File: config.mk
export PLATFORM = sky130hd
export DESIGN_NAME = gpp_port
export DESIGN_NICKNAME = d
export VERILOG_FILES = /design/src/verilog/gpp_pkg.sv /design/src/verilog/gpp_pin_cond.sv /design/src/verilog/gpp_irq_cell.sv /design/src/verilog/gpp_port.sv
export VERILOG_INCLUDE_DIRS = /design/src /design/src/verilog
export SDC_FILE = /design/constraint.sdc
export NUM_CORES = 1
export LEC_CHECK = 0
export ABC_CLOCK_PERIOD_IN_PS = 3000
export BUFFER_PORTS_ARGS = -buffer_cell sky130_fd_sc_hd__buf_2
export CAP_MARGIN = 20
export CORE_MARGIN = 2
export CORE_UTILIZATION = 50
export DETAILED_ROUTE_END_ITERATION = 10
export PLACE_DENSITY_LB_ADDON = 0.05
export SETUP_SLACK_MARGIN = 0.2
export SLEW_MARGIN = 20
export SYNTH_ARGS = -nofsm -noshare
export SYNTH_HDL_FRONTEND = slang
export SYNTH_SLANG_ARGS = --single-unit
File: constraint.sdc
create_clock -name core_clk_i -period 3 [get_ports core_clk_i]
set_input_delay 0.6 -clock core_clk_i [delete_from_list [all_inputs] [get_ports core_clk_i]]
set_output_delay 0.6 -clock core_clk_i [all_outputs]
set_load 0.01 [all_outputs]
File: src/verilog/gpp_consts.svh
`ifndef GPP_CONSTS_SVH
`define GPP_CONSTS_SVH

`define GPP_NPINS          16
`define GPP_RST_WORD       16'h0000

// register word offsets on the plain register port
`define GPP_OFF_PULL_EN    8'h00
`define GPP_OFF_DATA       8'h01
`define GPP_OFF_DIR        8'h02
`define GPP_OFF_PERIPH     8'h03
`define GPP_OFF_SW_IRQ     8'h04
`define GPP_OFF_IRQ_EN     8'h05
`define GPP_OFF_IRQ_POL    8'h06
`define GPP_OFF_PENDING    8'h07
`define GPP_OFF_EDGE       8'h08
`define GPP_OFF_PUSH_PULL  8'h09
`define GPP_OFF_RAW        8'h0A
`define GPP_OFF_DRIVE      8'h0B
`define GPP_OFF_PULL_UP    8'h0C
`define GPP_OFF_FILT_EN    8'h0D
`define GPP_OFF_SLEW       8'h0E
`define GPP_OFF_EDGE_CLR   8'h0F
`define GPP_OFF_DATA_SET   8'h10
`define GPP_OFF_DATA_CLR   8'h11
`define GPP_OFF_DATA_TGL   8'h12
`define GPP_OFF_ASSIGN_PER 8'h13
`define GPP_OFF_MAKE_OUT   8'h14
`define GPP_OFF_FORCE_SW   8'h15
`define GPP_OFF_SEL_OD     8'h16
`define GPP_OFF_SEL_PP     8'h17

// input filter: a level must stay stable this long to pass
`define GPP_CLK_PERIOD_NS  25
`define GPP_FILT_TIME_NS   100
`define GPP_FILT_CYC       ((`GPP_FILT_TIME_NS + `GPP_CLK_PERIOD_NS - 1) / `GPP_CLK_PERIOD_NS)
`define GPP_FILT_CW        3

`endif

File: src/verilog/gpp_pkg.sv
package gpp_pkg;
  typedef logic [15:0] gpp_pins_t;
  typedef logic [7:0]  gpp_addr_t;
  typedef enum logic [0:0] {
    GPP_FILT_STABLE = 1'b0,
    GPP_FILT_COUNT  = 1'b1
  } gpp_filt_state_t;
endpackage

File: src/verilog/gpp_pin_cond.sv
`timescale 1ns/1ps
`include "gpp_consts.svh"

module gpp_pin_cond
  import gpp_pkg::*;
(
  input  wire logic core_clk_i,
  input  wire logic srst_i,
  input  wire logic pad_i,
  input  wire logic filt_en_i,
  output logic      cond_o
);
  logic                    sync1_q;
  logic                    sync2_q;
  logic                    cond_q;
  logic [`GPP_FILT_CW-1:0] cnt_q;
  gpp_filt_state_t         state_q;

  always_ff @(posedge core_clk_i) begin
    if (srst_i) begin
      sync1_q <= 1'b0;
      sync2_q <= 1'b0;
    end else begin
      sync1_q <= pad_i;
      sync2_q <= sync1_q;
    end
  end

  // with the filter enabled, a change passes only after it stayed put for the full filter time; disabled, it passes at once
  always_ff @(posedge core_clk_i) begin
    if (srst_i) begin
      state_q <= GPP_FILT_STABLE;
      cnt_q   <= '0;
      cond_q  <= 1'b0;
    end else if (!filt_en_i) begin
      state_q <= GPP_FILT_STABLE;
      cnt_q   <= '0;
      cond_q  <= sync2_q;
    end else begin
      case (state_q)
        GPP_FILT_STABLE: begin
          cnt_q <= '0;
          if (sync2_q != cond_q) begin
            state_q <= GPP_FILT_COUNT;
          end
        end
        GPP_FILT_COUNT: begin
          if (sync2_q == cond_q) begin
            state_q <= GPP_FILT_STABLE;
          end else if (cnt_q == `GPP_FILT_CW'(`GPP_FILT_CYC - 1)) begin
            cond_q  <= sync2_q;
            state_q <= GPP_FILT_STABLE;
          end else begin
            cnt_q <= cnt_q + `GPP_FILT_CW'(1);
          end
        end
        default: begin
          state_q <= GPP_FILT_STABLE;
        end
      endcase
    end
  end

  assign cond_o = cond_q;
endmodule // gpp_pin_cond

File: src/verilog/gpp_irq_cell.sv
`timescale 1ns/1ps

module gpp_irq_cell
  import gpp_pkg::*;
(
  input  wire logic core_clk_i,
  input  wire logic srst_i,
  input  wire logic cond_i,
  input  wire logic pol_i,
  input  wire logic en_i,
  input  wire logic sw_i,
  input  wire logic clr_i,
  output logic      edge_o,
  output logic      pend_o
);
  logic sense;
  logic sense_q;
  logic edge_q;

  // polarity set means the low level is the active sense
  assign sense = cond_i ^ pol_i;

  always_ff @(posedge core_clk_i) begin
    if (srst_i) begin
      sense_q <= 1'b0;
    end else begin
      sense_q <= sense;
    end
  end

  // new edge wins over a clear in the same cycle
  always_ff @(posedge core_clk_i) begin
    if (srst_i) begin
      edge_q <= 1'b0;
    end else begin
      edge_q <= (sense & ~sense_q) | (edge_q & ~clr_i);
    end
  end

  assign edge_o = edge_q;
  assign pend_o = (edge_q | sw_i) & en_i;
endmodule // gpp_irq_cell

File: src/verilog/gpp_port.sv
// Notes on behaviour
// up to sixteen pins, bit n of every control register steers pin n.
// software reads and writes pin values, or uses pins as interrupt sources.
// peripheral-enable bit hands pin to its peripheral; clear means port control.
// direction bit set drives pin as output, clear makes it input.
// data register read/write as word; sets levels of port-owned outputs.
// raw data register returns every pin level, peripheral pins included.
// polarity bit picks high or low active sense for interrupt detection.
// interrupt enable bit gates each pin's request; clear suppresses it.
// pending register shows one outstanding request flag per pin.
// edge flags latch detected edges; write one clears, zero keeps.
// software assert bit raises a pin request while set.
// push-pull bit set drives both levels; clear gives open drain, low only.
// per-pin pull resistor enable and pull-up versus pull-down select.
// filter enable inserts low-pass filter on input, else bypassed.
// drive strength bit set picks high-strength driver, clear low-strength.
// slew bit set enables slew-rate-limited output mode.
// edge flag sets on change into active sense; pending is masked OR.
// single interrupt output high while any pending flag is set.
`timescale 1ns/1ps
`include "gpp_consts.svh"

module gpp_port
  import gpp_pkg::*;
(
  input  wire logic      core_clk_i,
  input  wire logic      srst_i,
  input  wire gpp_addr_t addr_i,
  input  wire gpp_pins_t wdata_i,
  input  wire logic      wr_i,
  input  wire logic      rd_i,
  output gpp_pins_t      rdata_o,
  input  wire gpp_pins_t pad_in_i,
  output gpp_pins_t      pad_out_o,
  output gpp_pins_t      pad_oe_n_o,
  output gpp_pins_t      pull_en_o,
  output gpp_pins_t      pull_up_o,
  output gpp_pins_t      drive_high_o,
  output gpp_pins_t      slew_limit_o,
  input  wire gpp_pins_t periph_out_i,
  input  wire gpp_pins_t periph_oe_i,
  output gpp_pins_t      periph_in_o,
  output logic           irq_o
);
  gpp_pins_t pull_en_q;
  gpp_pins_t pull_up_q;
  gpp_pins_t data_q;
  gpp_pins_t dir_q;
  gpp_pins_t periph_en_q;
  gpp_pins_t sw_irq_q;
  gpp_pins_t irq_en_q;
  gpp_pins_t irq_pol_q;
  gpp_pins_t push_pull_q;
  gpp_pins_t drive_q;
  gpp_pins_t filt_en_q;
  gpp_pins_t slew_q;
  gpp_pins_t pending_q;
  gpp_pins_t rdata_q;
  gpp_pins_t rdata_d;
  gpp_pins_t pad_out_q;
  gpp_pins_t pad_out_d;
  gpp_pins_t pad_oe_n_q;
  gpp_pins_t pad_oe_n_d;
  gpp_pins_t periph_in_q;
  logic      irq_q;

  gpp_pins_t cond;
  gpp_pins_t edge_flags;
  gpp_pins_t pend;
  gpp_pins_t edge_clr;

  // write strobes decoded once
  logic wr_pull_en;
  logic wr_pull_up;
  logic wr_data;
  logic wr_dir;
  logic wr_periph;
  logic wr_sw_irq;
  logic wr_irq_en;
  logic wr_irq_pol;
  logic wr_push_pull;
  logic wr_drive;
  logic wr_filt_en;
  logic wr_slew;
  logic wr_edge;
  logic wr_data_set;
  logic wr_data_clr;
  logic wr_data_tgl;
  logic assign_pin_to_peripheral_cmd;
  logic make_pin_output_cmd;
  logic force_software_irq_cmd;
  logic select_open_drain_cmd;
  logic select_push_pull_cmd;

  assign wr_pull_en   = wr_i && (addr_i == `GPP_OFF_PULL_EN);
  assign wr_pull_up   = wr_i && (addr_i == `GPP_OFF_PULL_UP);
  assign wr_data      = wr_i && (addr_i == `GPP_OFF_DATA);
  assign wr_dir       = wr_i && (addr_i == `GPP_OFF_DIR);
  assign wr_periph    = wr_i && (addr_i == `GPP_OFF_PERIPH);
  assign wr_sw_irq    = wr_i && (addr_i == `GPP_OFF_SW_IRQ);
  assign wr_irq_en    = wr_i && (addr_i == `GPP_OFF_IRQ_EN);
  assign wr_irq_pol   = wr_i && (addr_i == `GPP_OFF_IRQ_POL);
  assign wr_push_pull = wr_i && (addr_i == `GPP_OFF_PUSH_PULL);
  assign wr_drive     = wr_i && (addr_i == `GPP_OFF_DRIVE);
  assign wr_filt_en   = wr_i && (addr_i == `GPP_OFF_FILT_EN);
  assign wr_slew      = wr_i && (addr_i == `GPP_OFF_SLEW);
  // both the flag word itself and its clear alias take write-one-to-clear
  assign wr_edge      = wr_i && ((addr_i == `GPP_OFF_EDGE) || (addr_i == `GPP_OFF_EDGE_CLR));
  assign wr_data_set  = wr_i && (addr_i == `GPP_OFF_DATA_SET);
  assign wr_data_clr  = wr_i && (addr_i == `GPP_OFF_DATA_CLR);
  assign wr_data_tgl  = wr_i && (addr_i == `GPP_OFF_DATA_TGL);
  assign assign_pin_to_peripheral_cmd = wr_i && (addr_i == `GPP_OFF_ASSIGN_PER);
  assign make_pin_output_cmd          = wr_i && (addr_i == `GPP_OFF_MAKE_OUT);
  assign force_software_irq_cmd       = wr_i && (addr_i == `GPP_OFF_FORCE_SW);
  assign select_open_drain_cmd        = wr_i && (addr_i == `GPP_OFF_SEL_OD);
  assign select_push_pull_cmd         = wr_i && (addr_i == `GPP_OFF_SEL_PP);

  assign edge_clr = wr_edge ? wdata_i : `GPP_RST_WORD;

  always_ff @(posedge core_clk_i) begin
    if (srst_i) begin
      pull_en_q <= `GPP_RST_WORD;
    end else if (wr_pull_en) begin
      pull_en_q <= wdata_i;
    end
  end

  always_ff @(posedge core_clk_i) begin
    if (srst_i) begin
      pull_up_q <= `GPP_RST_WORD;
    end else if (wr_pull_up) begin
      pull_up_q <= wdata_i;
    end
  end

  // set, clear and toggle aliases save software a read-modify-write
  always_ff @(posedge core_clk_i) begin
    if (srst_i) begin
      data_q <= `GPP_RST_WORD;
    end else if (wr_data) begin
      data_q <= wdata_i;
    end else if (wr_data_set) begin
      data_q <= data_q | wdata_i;
    end else if (wr_data_clr) begin
      data_q <= data_q & ~wdata_i;
    end else if (wr_data_tgl) begin
      data_q <= data_q ^ wdata_i;
    end
  end

  always_ff @(posedge core_clk_i) begin
    if (srst_i) begin
      dir_q <= `GPP_RST_WORD;
    end else if (wr_dir) begin
      dir_q <= wdata_i;
    end else if (make_pin_output_cmd) begin
      dir_q <= dir_q | wdata_i;
    end
  end

  always_ff @(posedge core_clk_i) begin
    if (srst_i) begin
      periph_en_q <= `GPP_RST_WORD;
    end else if (wr_periph) begin
      periph_en_q <= wdata_i;
    end else if (assign_pin_to_peripheral_cmd) begin
      periph_en_q <= periph_en_q | wdata_i;
    end
  end

  always_ff @(posedge core_clk_i) begin
    if (srst_i) begin
      sw_irq_q <= `GPP_RST_WORD;
    end else if (wr_sw_irq) begin
      sw_irq_q <= wdata_i;
    end else if (force_software_irq_cmd) begin
      sw_irq_q <= sw_irq_q | wdata_i;
    end
  end

  always_ff @(posedge core_clk_i) begin
    if (srst_i) begin
      irq_en_q <= `GPP_RST_WORD;
    end else if (wr_irq_en) begin
      irq_en_q <= wdata_i;
    end
  end

  always_ff @(posedge core_clk_i) begin
    if (srst_i) begin
      irq_pol_q <= `GPP_RST_WORD;
    end else if (wr_irq_pol) begin
      irq_pol_q <= wdata_i;
    end
  end

  always_ff @(posedge core_clk_i) begin
    if (srst_i) begin
      push_pull_q <= `GPP_RST_WORD;
    end else if (wr_push_pull) begin
      push_pull_q <= wdata_i;
    end else if (select_push_pull_cmd) begin
      push_pull_q <= push_pull_q | wdata_i;
    end else if (select_open_drain_cmd) begin
      push_pull_q <= push_pull_q & ~wdata_i;
    end
  end

  always_ff @(posedge core_clk_i) begin
    if (srst_i) begin
      drive_q <= `GPP_RST_WORD;
    end else if (wr_drive) begin
      drive_q <= wdata_i;
    end
  end

  always_ff @(posedge core_clk_i) begin
    if (srst_i) begin
      filt_en_q <= `GPP_RST_WORD;
    end else if (wr_filt_en) begin
      filt_en_q <= wdata_i;
    end
  end

  always_ff @(posedge core_clk_i) begin
    if (srst_i) begin
      slew_q <= `GPP_RST_WORD;
    end else if (wr_slew) begin
      slew_q <= wdata_i;
    end
  end

  // per-pin input conditioning and interrupt detection
  genvar gi;
  generate
    for (gi = 0; gi < `GPP_NPINS; gi++) begin : g_pin
      gpp_pin_cond u_cond (
        .core_clk_i (core_clk_i),
        .srst_i     (srst_i),
        .pad_i      (pad_in_i[gi]),
        .filt_en_i  (filt_en_q[gi]),
        .cond_o     (cond[gi])
      );
      gpp_irq_cell u_irq (
        .core_clk_i (core_clk_i),
        .srst_i     (srst_i),
        .cond_i     (cond[gi]),
        .pol_i      (irq_pol_q[gi]),
        .en_i       (irq_en_q[gi]),
        .sw_i       (sw_irq_q[gi]),
        .clr_i      (edge_clr[gi]),
        .edge_o     (edge_flags[gi]),
        .pend_o     (pend[gi])
      );
    end
  endgenerate

  always_ff @(posedge core_clk_i) begin
    if (srst_i) begin
      pending_q <= `GPP_RST_WORD;
    end else begin
      pending_q <= pend;
    end
  end

  // level output, registered in the same cycle as the pending word
  always_ff @(posedge core_clk_i) begin
    if (srst_i) begin
      irq_q <= 1'b0;
    end else begin
      irq_q <= |pend;
    end
  end

  // peripheral sees the conditioned level whoever owns the pin
  always_ff @(posedge core_clk_i) begin
    if (srst_i) begin
      periph_in_q <= `GPP_RST_WORD;
    end else begin
      periph_in_q <= cond;
    end
  end

  // open drain only ever drives low; a high is left to the pull or the board
  always_comb begin
    pad_out_d  = `GPP_RST_WORD;
    pad_oe_n_d = ~`GPP_RST_WORD;
    for (int i = 0; i < `GPP_NPINS; i++) begin
      logic lvl;
      logic drv;
      lvl = 1'b0;
      drv = 1'b0;
      if (periph_en_q[i]) begin
        lvl = periph_out_i[i];
        drv = periph_oe_i[i];
      end else begin
        lvl = data_q[i];
        drv = dir_q[i];
      end
      if (push_pull_q[i]) begin
        pad_out_d[i]  = lvl;
        pad_oe_n_d[i] = ~drv;
      end else begin
        pad_out_d[i]  = 1'b0;
        pad_oe_n_d[i] = ~(drv & ~lvl);
      end
    end
  end

  always_ff @(posedge core_clk_i) begin
    if (srst_i) begin
      pad_out_q  <= `GPP_RST_WORD;
      pad_oe_n_q <= ~`GPP_RST_WORD;
    end else begin
      pad_out_q  <= pad_out_d;
      pad_oe_n_q <= pad_oe_n_d;
    end
  end

  // read mux; aliases and unmapped offsets read zero
  always_comb begin
    rdata_d = `GPP_RST_WORD;
    case (addr_i)
      `GPP_OFF_PULL_EN:   rdata_d = pull_en_q;
      `GPP_OFF_PULL_UP:   rdata_d = pull_up_q;
      `GPP_OFF_DATA:      rdata_d = data_q;
      `GPP_OFF_DIR:       rdata_d = dir_q;
      `GPP_OFF_PERIPH:    rdata_d = periph_en_q;
      `GPP_OFF_SW_IRQ:    rdata_d = sw_irq_q;
      `GPP_OFF_IRQ_EN:    rdata_d = irq_en_q;
      `GPP_OFF_IRQ_POL:   rdata_d = irq_pol_q;
      `GPP_OFF_PENDING:   rdata_d = pending_q;
      `GPP_OFF_EDGE:      rdata_d = edge_flags;
      `GPP_OFF_PUSH_PULL: rdata_d = push_pull_q;
      `GPP_OFF_RAW:       rdata_d = cond;
      `GPP_OFF_DRIVE:     rdata_d = drive_q;
      `GPP_OFF_FILT_EN:   rdata_d = filt_en_q;
      `GPP_OFF_SLEW:      rdata_d = slew_q;
      default:            rdata_d = `GPP_RST_WORD;
    endcase
  end

  always_ff @(posedge core_clk_i) begin
    if (srst_i) begin
      rdata_q <= `GPP_RST_WORD;
    end else if (rd_i) begin
      rdata_q <= rdata_d;
    end else begin
      rdata_q <= `GPP_RST_WORD;
    end
  end

  assign rdata_o      = rdata_q;
  assign pad_out_o    = pad_out_q;
  assign pad_oe_n_o   = pad_oe_n_q;
  assign pull_en_o    = pull_en_q;
  assign pull_up_o    = pull_up_q;
  assign drive_high_o = drive_q;
  assign slew_limit_o = slew_q;
  assign periph_in_o  = periph_in_q;
  assign irq_o        = irq_q;
endmodule // gpp_port

# Word level (Yosys, flattened, before mapping)
# Index checks and enable logic that the tools add are counted.
totals:
  ff_bits: 417
  elab_cells: 895
op_classes:
  add_sub_neg: 16
  n_eq_ne: 151
  muxes: 239
  bitwise_logic: 250
  n_reduce_logical: 94
ops:
  columns: ["operator", "n"]
  rows:
  - ["case mux 16 bit (15 select lines)", 1]
  - ["two-way mux 16 bit", 14]
  - ["two-way mux 1 bit", 160]
  - ["inverter 1 bit", 129]
  - ["two-way mux 3 bit", 32]
  - ["!= test 2 bit (second input constant)", 48]
  - ["case mux 3 bit (2 select lines)", 16]
  - ["OR 16 bit", 5]
  - ["OR reduction 2 bit", 33]
  - ["AND 1 bit", 64]
  - ["equality test 8 x 4 -> 1 bit (second input constant)", 8]
  - ["equality test 8 x 5 -> 1 bit (second input constant)", 8]
  - ["!= test 2 x 1 -> 1 bit (second input constant)", 32]
  - ["adder 3 x 1 -> 3 bit (second input constant)", 16]
  - ["equality test 3 x 2 -> 1 bit (second input constant)", 16]
  - ["AND reduction 3 bit", 16]
  - ["AND 16 bit", 2]
  - ["equality test 8 x 3 -> 1 bit (second input constant)", 4]
  - ["OR 1 bit", 32]
  - ["case mux 1 bit (2 select lines)", 16]
  - ["AND reduction 2 bit", 16]
  - ["logical AND 1 bit", 21]
  - ["equality test 1 bit", 16]
  - ["equality test 8 x 2 -> 1 bit (second input constant)", 2]
  - ["other kinds (11)", 43]

# Logic depth before layout (Yosys ltp)
logic_depth:
  depth_word: 7
  mapped_depth: 9
  mapped_depth_nobuf: 7

# Cells and area by module
# A second synthesis with hierarchy kept.
hier_totals:
  hier_cells: 2005
  hier_area_um2: 18537.8
by_module_without_submodules:
  columns: ["module", "instances", "cells_per_inst", "area_each_um2", "seq_area_each_um2"]
  rows:
  - ["gpp_port", 1, 1445, 12692.2, 5465.2]
  - ["gpp_pin_cond", 16, 28, 289.0, 140.1]
  - ["gpp_irq_cell", 16, 7, 76.3, 40.0]

# Least setup slack after synthesis
# OpenSTA, ideal clock, no wires.
synth_timing:
  path_kind: "input to register"
  startpoint: "in addr_i[2]"
  endpoint: "reg data_q[6]"
  arrival_time_ns: 2.371
  t_required_ns: 2.868
  path_slack_ns: 0.496
  stages: 8
  cell_sequence: "buf_2 or3b_2 clkbuf_1 nor3_2 buf_4 mux2_2 a22oi_1 a21oi_1"
synth_via:
  elab_chain_len: 5
  word_cells_on_any_way: 12
  classes_between: "4 x eq/ne; 3 x mux; 5 x reduce/logical"
synth_rtl:
  columns: ["element", "line_no", "text"]
  rows:
  - ["start: declaration", "gpp_port.sv:28", "input wire gpp_addr_t addr_i,"]
  - ["equality test 8 x 5 -> 1 bit (no line)", null, null]
  - ["logical AND 1 bit", "gpp_port.sv:110", "assign wr_data_clr = wr_i && (addr_i == `GPP_OFF_DATA_CLR);"]
  - ["two-way mux 16 bit", "gpp_port.sv:144", "end else if (wr_data_clr) begin"]
  - ["two-way mux 16 bit", "gpp_port.sv:142", "end else if (wr_data_set) begin"]
  - ["two-way mux 16 bit", "gpp_port.sv:140", "end else if (wr_data) begin"]
  - ["end signal: assignment", "gpp_port.sv:141", "data_q <= wdata_i;"]
  - ["end signal: assignment", "gpp_port.sv:143", "data_q <= data_q | wdata_i;"]
  - ["end signal: assignment", "gpp_port.sv:145", "data_q <= data_q & ~wdata_i;"]
  - ["end: declaration", "gpp_port.sv:47", "gpp_pins_t data_q;"]
# Parallel ways exist; a longest one is shown, timed or not.
# A chain may end at the register's enable or synchronous reset.

# Worst setup path in the final report
layout_timing:
  startpoint: "in addr_i[5]"
  endpoint: "reg rdata_q[6], in the netlist rdata_o[6]"
layout_via:
  elab_chain_len: 2
  word_cells_on_any_way: 16
  classes_between: "14 x eq/ne; 1 x mux; 1 x reduce/logical"
layout_rtl:
  columns: ["element", "line_no", "text"]
  rows:
  - ["equality test 8 x 4 -> 1 bit, or another cell as far along", "gpp_port.sv:323", "case (addr_i)"]
  - ["case mux 16 bit (15 select lines) (*)", "gpp_port.sv:323", null]
  - ["end signal: assignment", "gpp_port.sv:345", "rdata_q <= `GPP_RST_WORD;"]
  - ["end signal: assignment", "gpp_port.sv:347", "rdata_q <= rdata_d;"]
  - ["end signal: assignment", "gpp_port.sv:349", "rdata_q <= `GPP_RST_WORD;"]
  - ["end: declaration", "gpp_port.sv:58", "gpp_pins_t rdata_q;"]
# Every way passes the cells marked *; elsewhere a longest branch is shown, timed or not.

==> reports/results.ini <==
[outcome]
status=complete, no violations

[critical_path]
path_max_fanout=32
path_class=in -> reg
critPathCaptureType=register
reg2reg_setup_slack_ns=1.32
crit_arrival_ns=2.73
cp-start-kind=primary input
required_ns=3.44

[route]
wl_per_cell_um=22.1
drt-initial-drc-count=1390
ant_nets=0
drc=0
vias_per_cell=5.85
wirelength_um=59300
first_pass_iters=6
vias=15700

[timing]
min_period_ns=2.29
final.period_utilization_pct=76.5
skew_ns=0.0141
rsz0062_at_grt=no
timing.final.hold_violations=0
whs_ns=0.225
slew_viol_final=0
fmax_ghz=0.436
relSlewSlack_pct=44.5
tightestPinTransition_ns=0.832
setup_viol=0
finalSetupTns_ns=0

[floorplanning]
die_w_um=194
io_pins=205
die_area_um2=37500
rows=69
die_h_um=194
initial_utilization_pct=50.7
fp.coreArea_um2=35500

[synth]
ys_top_cells_by_count=dfxtp_1 (417), nor2_1 (243), nand2_1 (229), mux2i_1 (124), a21oi_1 (116)
ys_seq_area_share_pct=46.4
syn_avg_cell_area_um2=9.00
synth_flop_cell=dfxtp_1
syn_inst=2001
synth.distinct_cells=65
synth_area_um2=18000
synth_area_leaders=dfxtp_1 (46%), mux2i_1 (6.9%), nor2_1 (5.1%)
synthesis.nets=2141
synth_most_common_cell=dfxtp_1
synth_edf_count=0
yosysWarningCount=0
ys_async_sr_fraction_pct=0
synth-seq-cells=417
synth_top_cell_area_share_pct=46.4
yosys.area.top_type=dfxtp_1

[placed_design]
globalplace.congestion=0.984
dp.cells=2601
place_hpwl_um=42200
portBuffers=204

[finish]
multiInputGateArea_um2=8920
nFillCells=3158
areaGrowthSynthToFinish_pct=17.8
post_route_cells_drive_above_1_share_pct=18.7
area.sequential_um2=8350
final_util_pct=59.8
finalNonFillerCells=2683
fin_nets=2327

[global_routing]
antenna_found_initial=1
grt_max_degree=105
grt-ovfl-total=0
grt_pass1_wl_um=89700
grtUsageTotal_pct=30.8
grt_pass1_vias=14800

[power_and_ir_drop]
ir_worst_vdd_uv=591
power_density_nw_per_um2=565
leakage_nw=8.05

[clocking]
cts_resized=0
cts_buffers=45
cts_hold_buf=0
numClockSinks=417
cts_tree=done
htree_levels=2
clk_pin_slew_worst_paths_ns=0.06
cts-root-buf=clkbuf_16
clock_latency_ns=0.59
post-cts-setup-buffer-count=0
clk_path_buf_depth=3

[run]
cap_violations=0

[min_path]
hold_path_class=in -> reg

## registers in the layout (all words and copies together), names as in the netlist, 16 cells and up, named ones only
name                  count
data_q                   16
dir_q                    16
drive_high_o             16
filt_en_q                16
g_pin.u_cond.cnt_q       48
g_pin.u_cond.cond_o      16
g_pin.u_cond.state_q     16
g_pin.u_cond.sync1_q     16
g_pin.u_cond.sync2_q     16
g_pin.u_irq.edge_o       16
g_pin.u_irq.sense_q      16
irq_en_q                 16
irq_pol_q                16
pad_oe_n_o               16
pad_out_o                16
pending_q                16
periph_en_q              16
periph_in_o              16
pull_en_o                16
pull_up_o                16
rdata_o                  16
slew_limit_o             16
sw_irq_q                 16
## cells in the final DEF (no fill, tap or decap), types with 64 or more instances in the layout
| master | count |
|---|---|
| nand3_1 | 81 |
| buf_4 | 66 |
| o21ai_0 | 69 |
| mux2i_1 | 124 |
| dfxtp_1 | 417 |
| buf_2 | 203 |
| nand2_1 | 229 |
| a21oi_1 | 116 |
| ha_1 | 64 |
| nor2_1 | 243 |
| a22oi_1 | 91 |
## cells by family after synthesis
logic type                 synth area share [%]
buffers and inverters                      4.20
DFF                                        46.4
adders and majority gates                  4.45
AOI/OAI and AO/OA                          15.3
and+or+nand+nor                            18.0
muxes                                      9.40
xor gates and xnor gates                   2.34
## routing by layer
layer / vias up / wire, um / global-route usage, %
met3: 108 / 5020 / 6.16
met5: - / 0 / 0
met2: 664 / 25600 / 46.4
met4: 0 / 1920 / 11.6
met1: 7537 / 26700 / 43.5
li1: 7395 / - / -
## critical path, cell delays in order
cell,delay [ns]
buf_2,0.13
nor4_4,0.31
buf_12,0.24
and2_1,0.53
buf_12,0.21
a32oi_1,0.08
o22a_1,0.20
a41oi_1,0.40
## per-stage QoR
step / power [W] / setup WS, ns / instance area (um^2)
detailed placement: 0.00634 / 0.200 / 19700
global placement: 0.00633 / 0.129 / 19700
floorplan: 0.00608 / 0.496 / 18000
CTS: 0.0120 / 0.799 / 21200
finish: 0.0120 / 0.706 / 21200
global route: 0.0123 / 0.648 / 21200
## power by group
part | internal, W | switching (W) | total (W) | leakage [nW]
sequential | 0.00558 | 0.0000418 | 0.00563 | 3.37
combinational | 0.000191 | 0.000412 | 0.000604 | 3.91
clock | 0.00338 | 0.00237 | 0.00574 | 0.766
## area by class of cell
cell class                      instances  area share, %
Multi-Input combinational cell       1395           42.1
Sequential cell                       417           39.4
Timing Repair Buffer                  275           7.67
Clock buffer                           63           6.29
Tap cell                              461           2.72
Clock inverter                         18          0.950
Inverter                               53          0.938
Antenna cell                            1         0.0118
## path summary, 6_finish.rpt
kind / end / from / cells after the start
setup / recovery: rdata_o[6]$_SDFF_PP0_ / addr_i[5] / 8
hold / removal: g_pin[2].u_cond.sync1_q$_SDFF_PP0_ / pad_in_i[2] / 2
setup reg to reg: rdata_o[8]$_SDFF_PP0_ / filt_en_q[8]$_SDFFE_PP0P_ / 4
hold reg to reg: g_pin[9].u_cond.sync2_q$_SDFF_PP0_ / g_pin[9].u_cond.sync1_q$_SDFF_PP0_ / 1
Note: power is estimated with default switching activity, not from simulation.
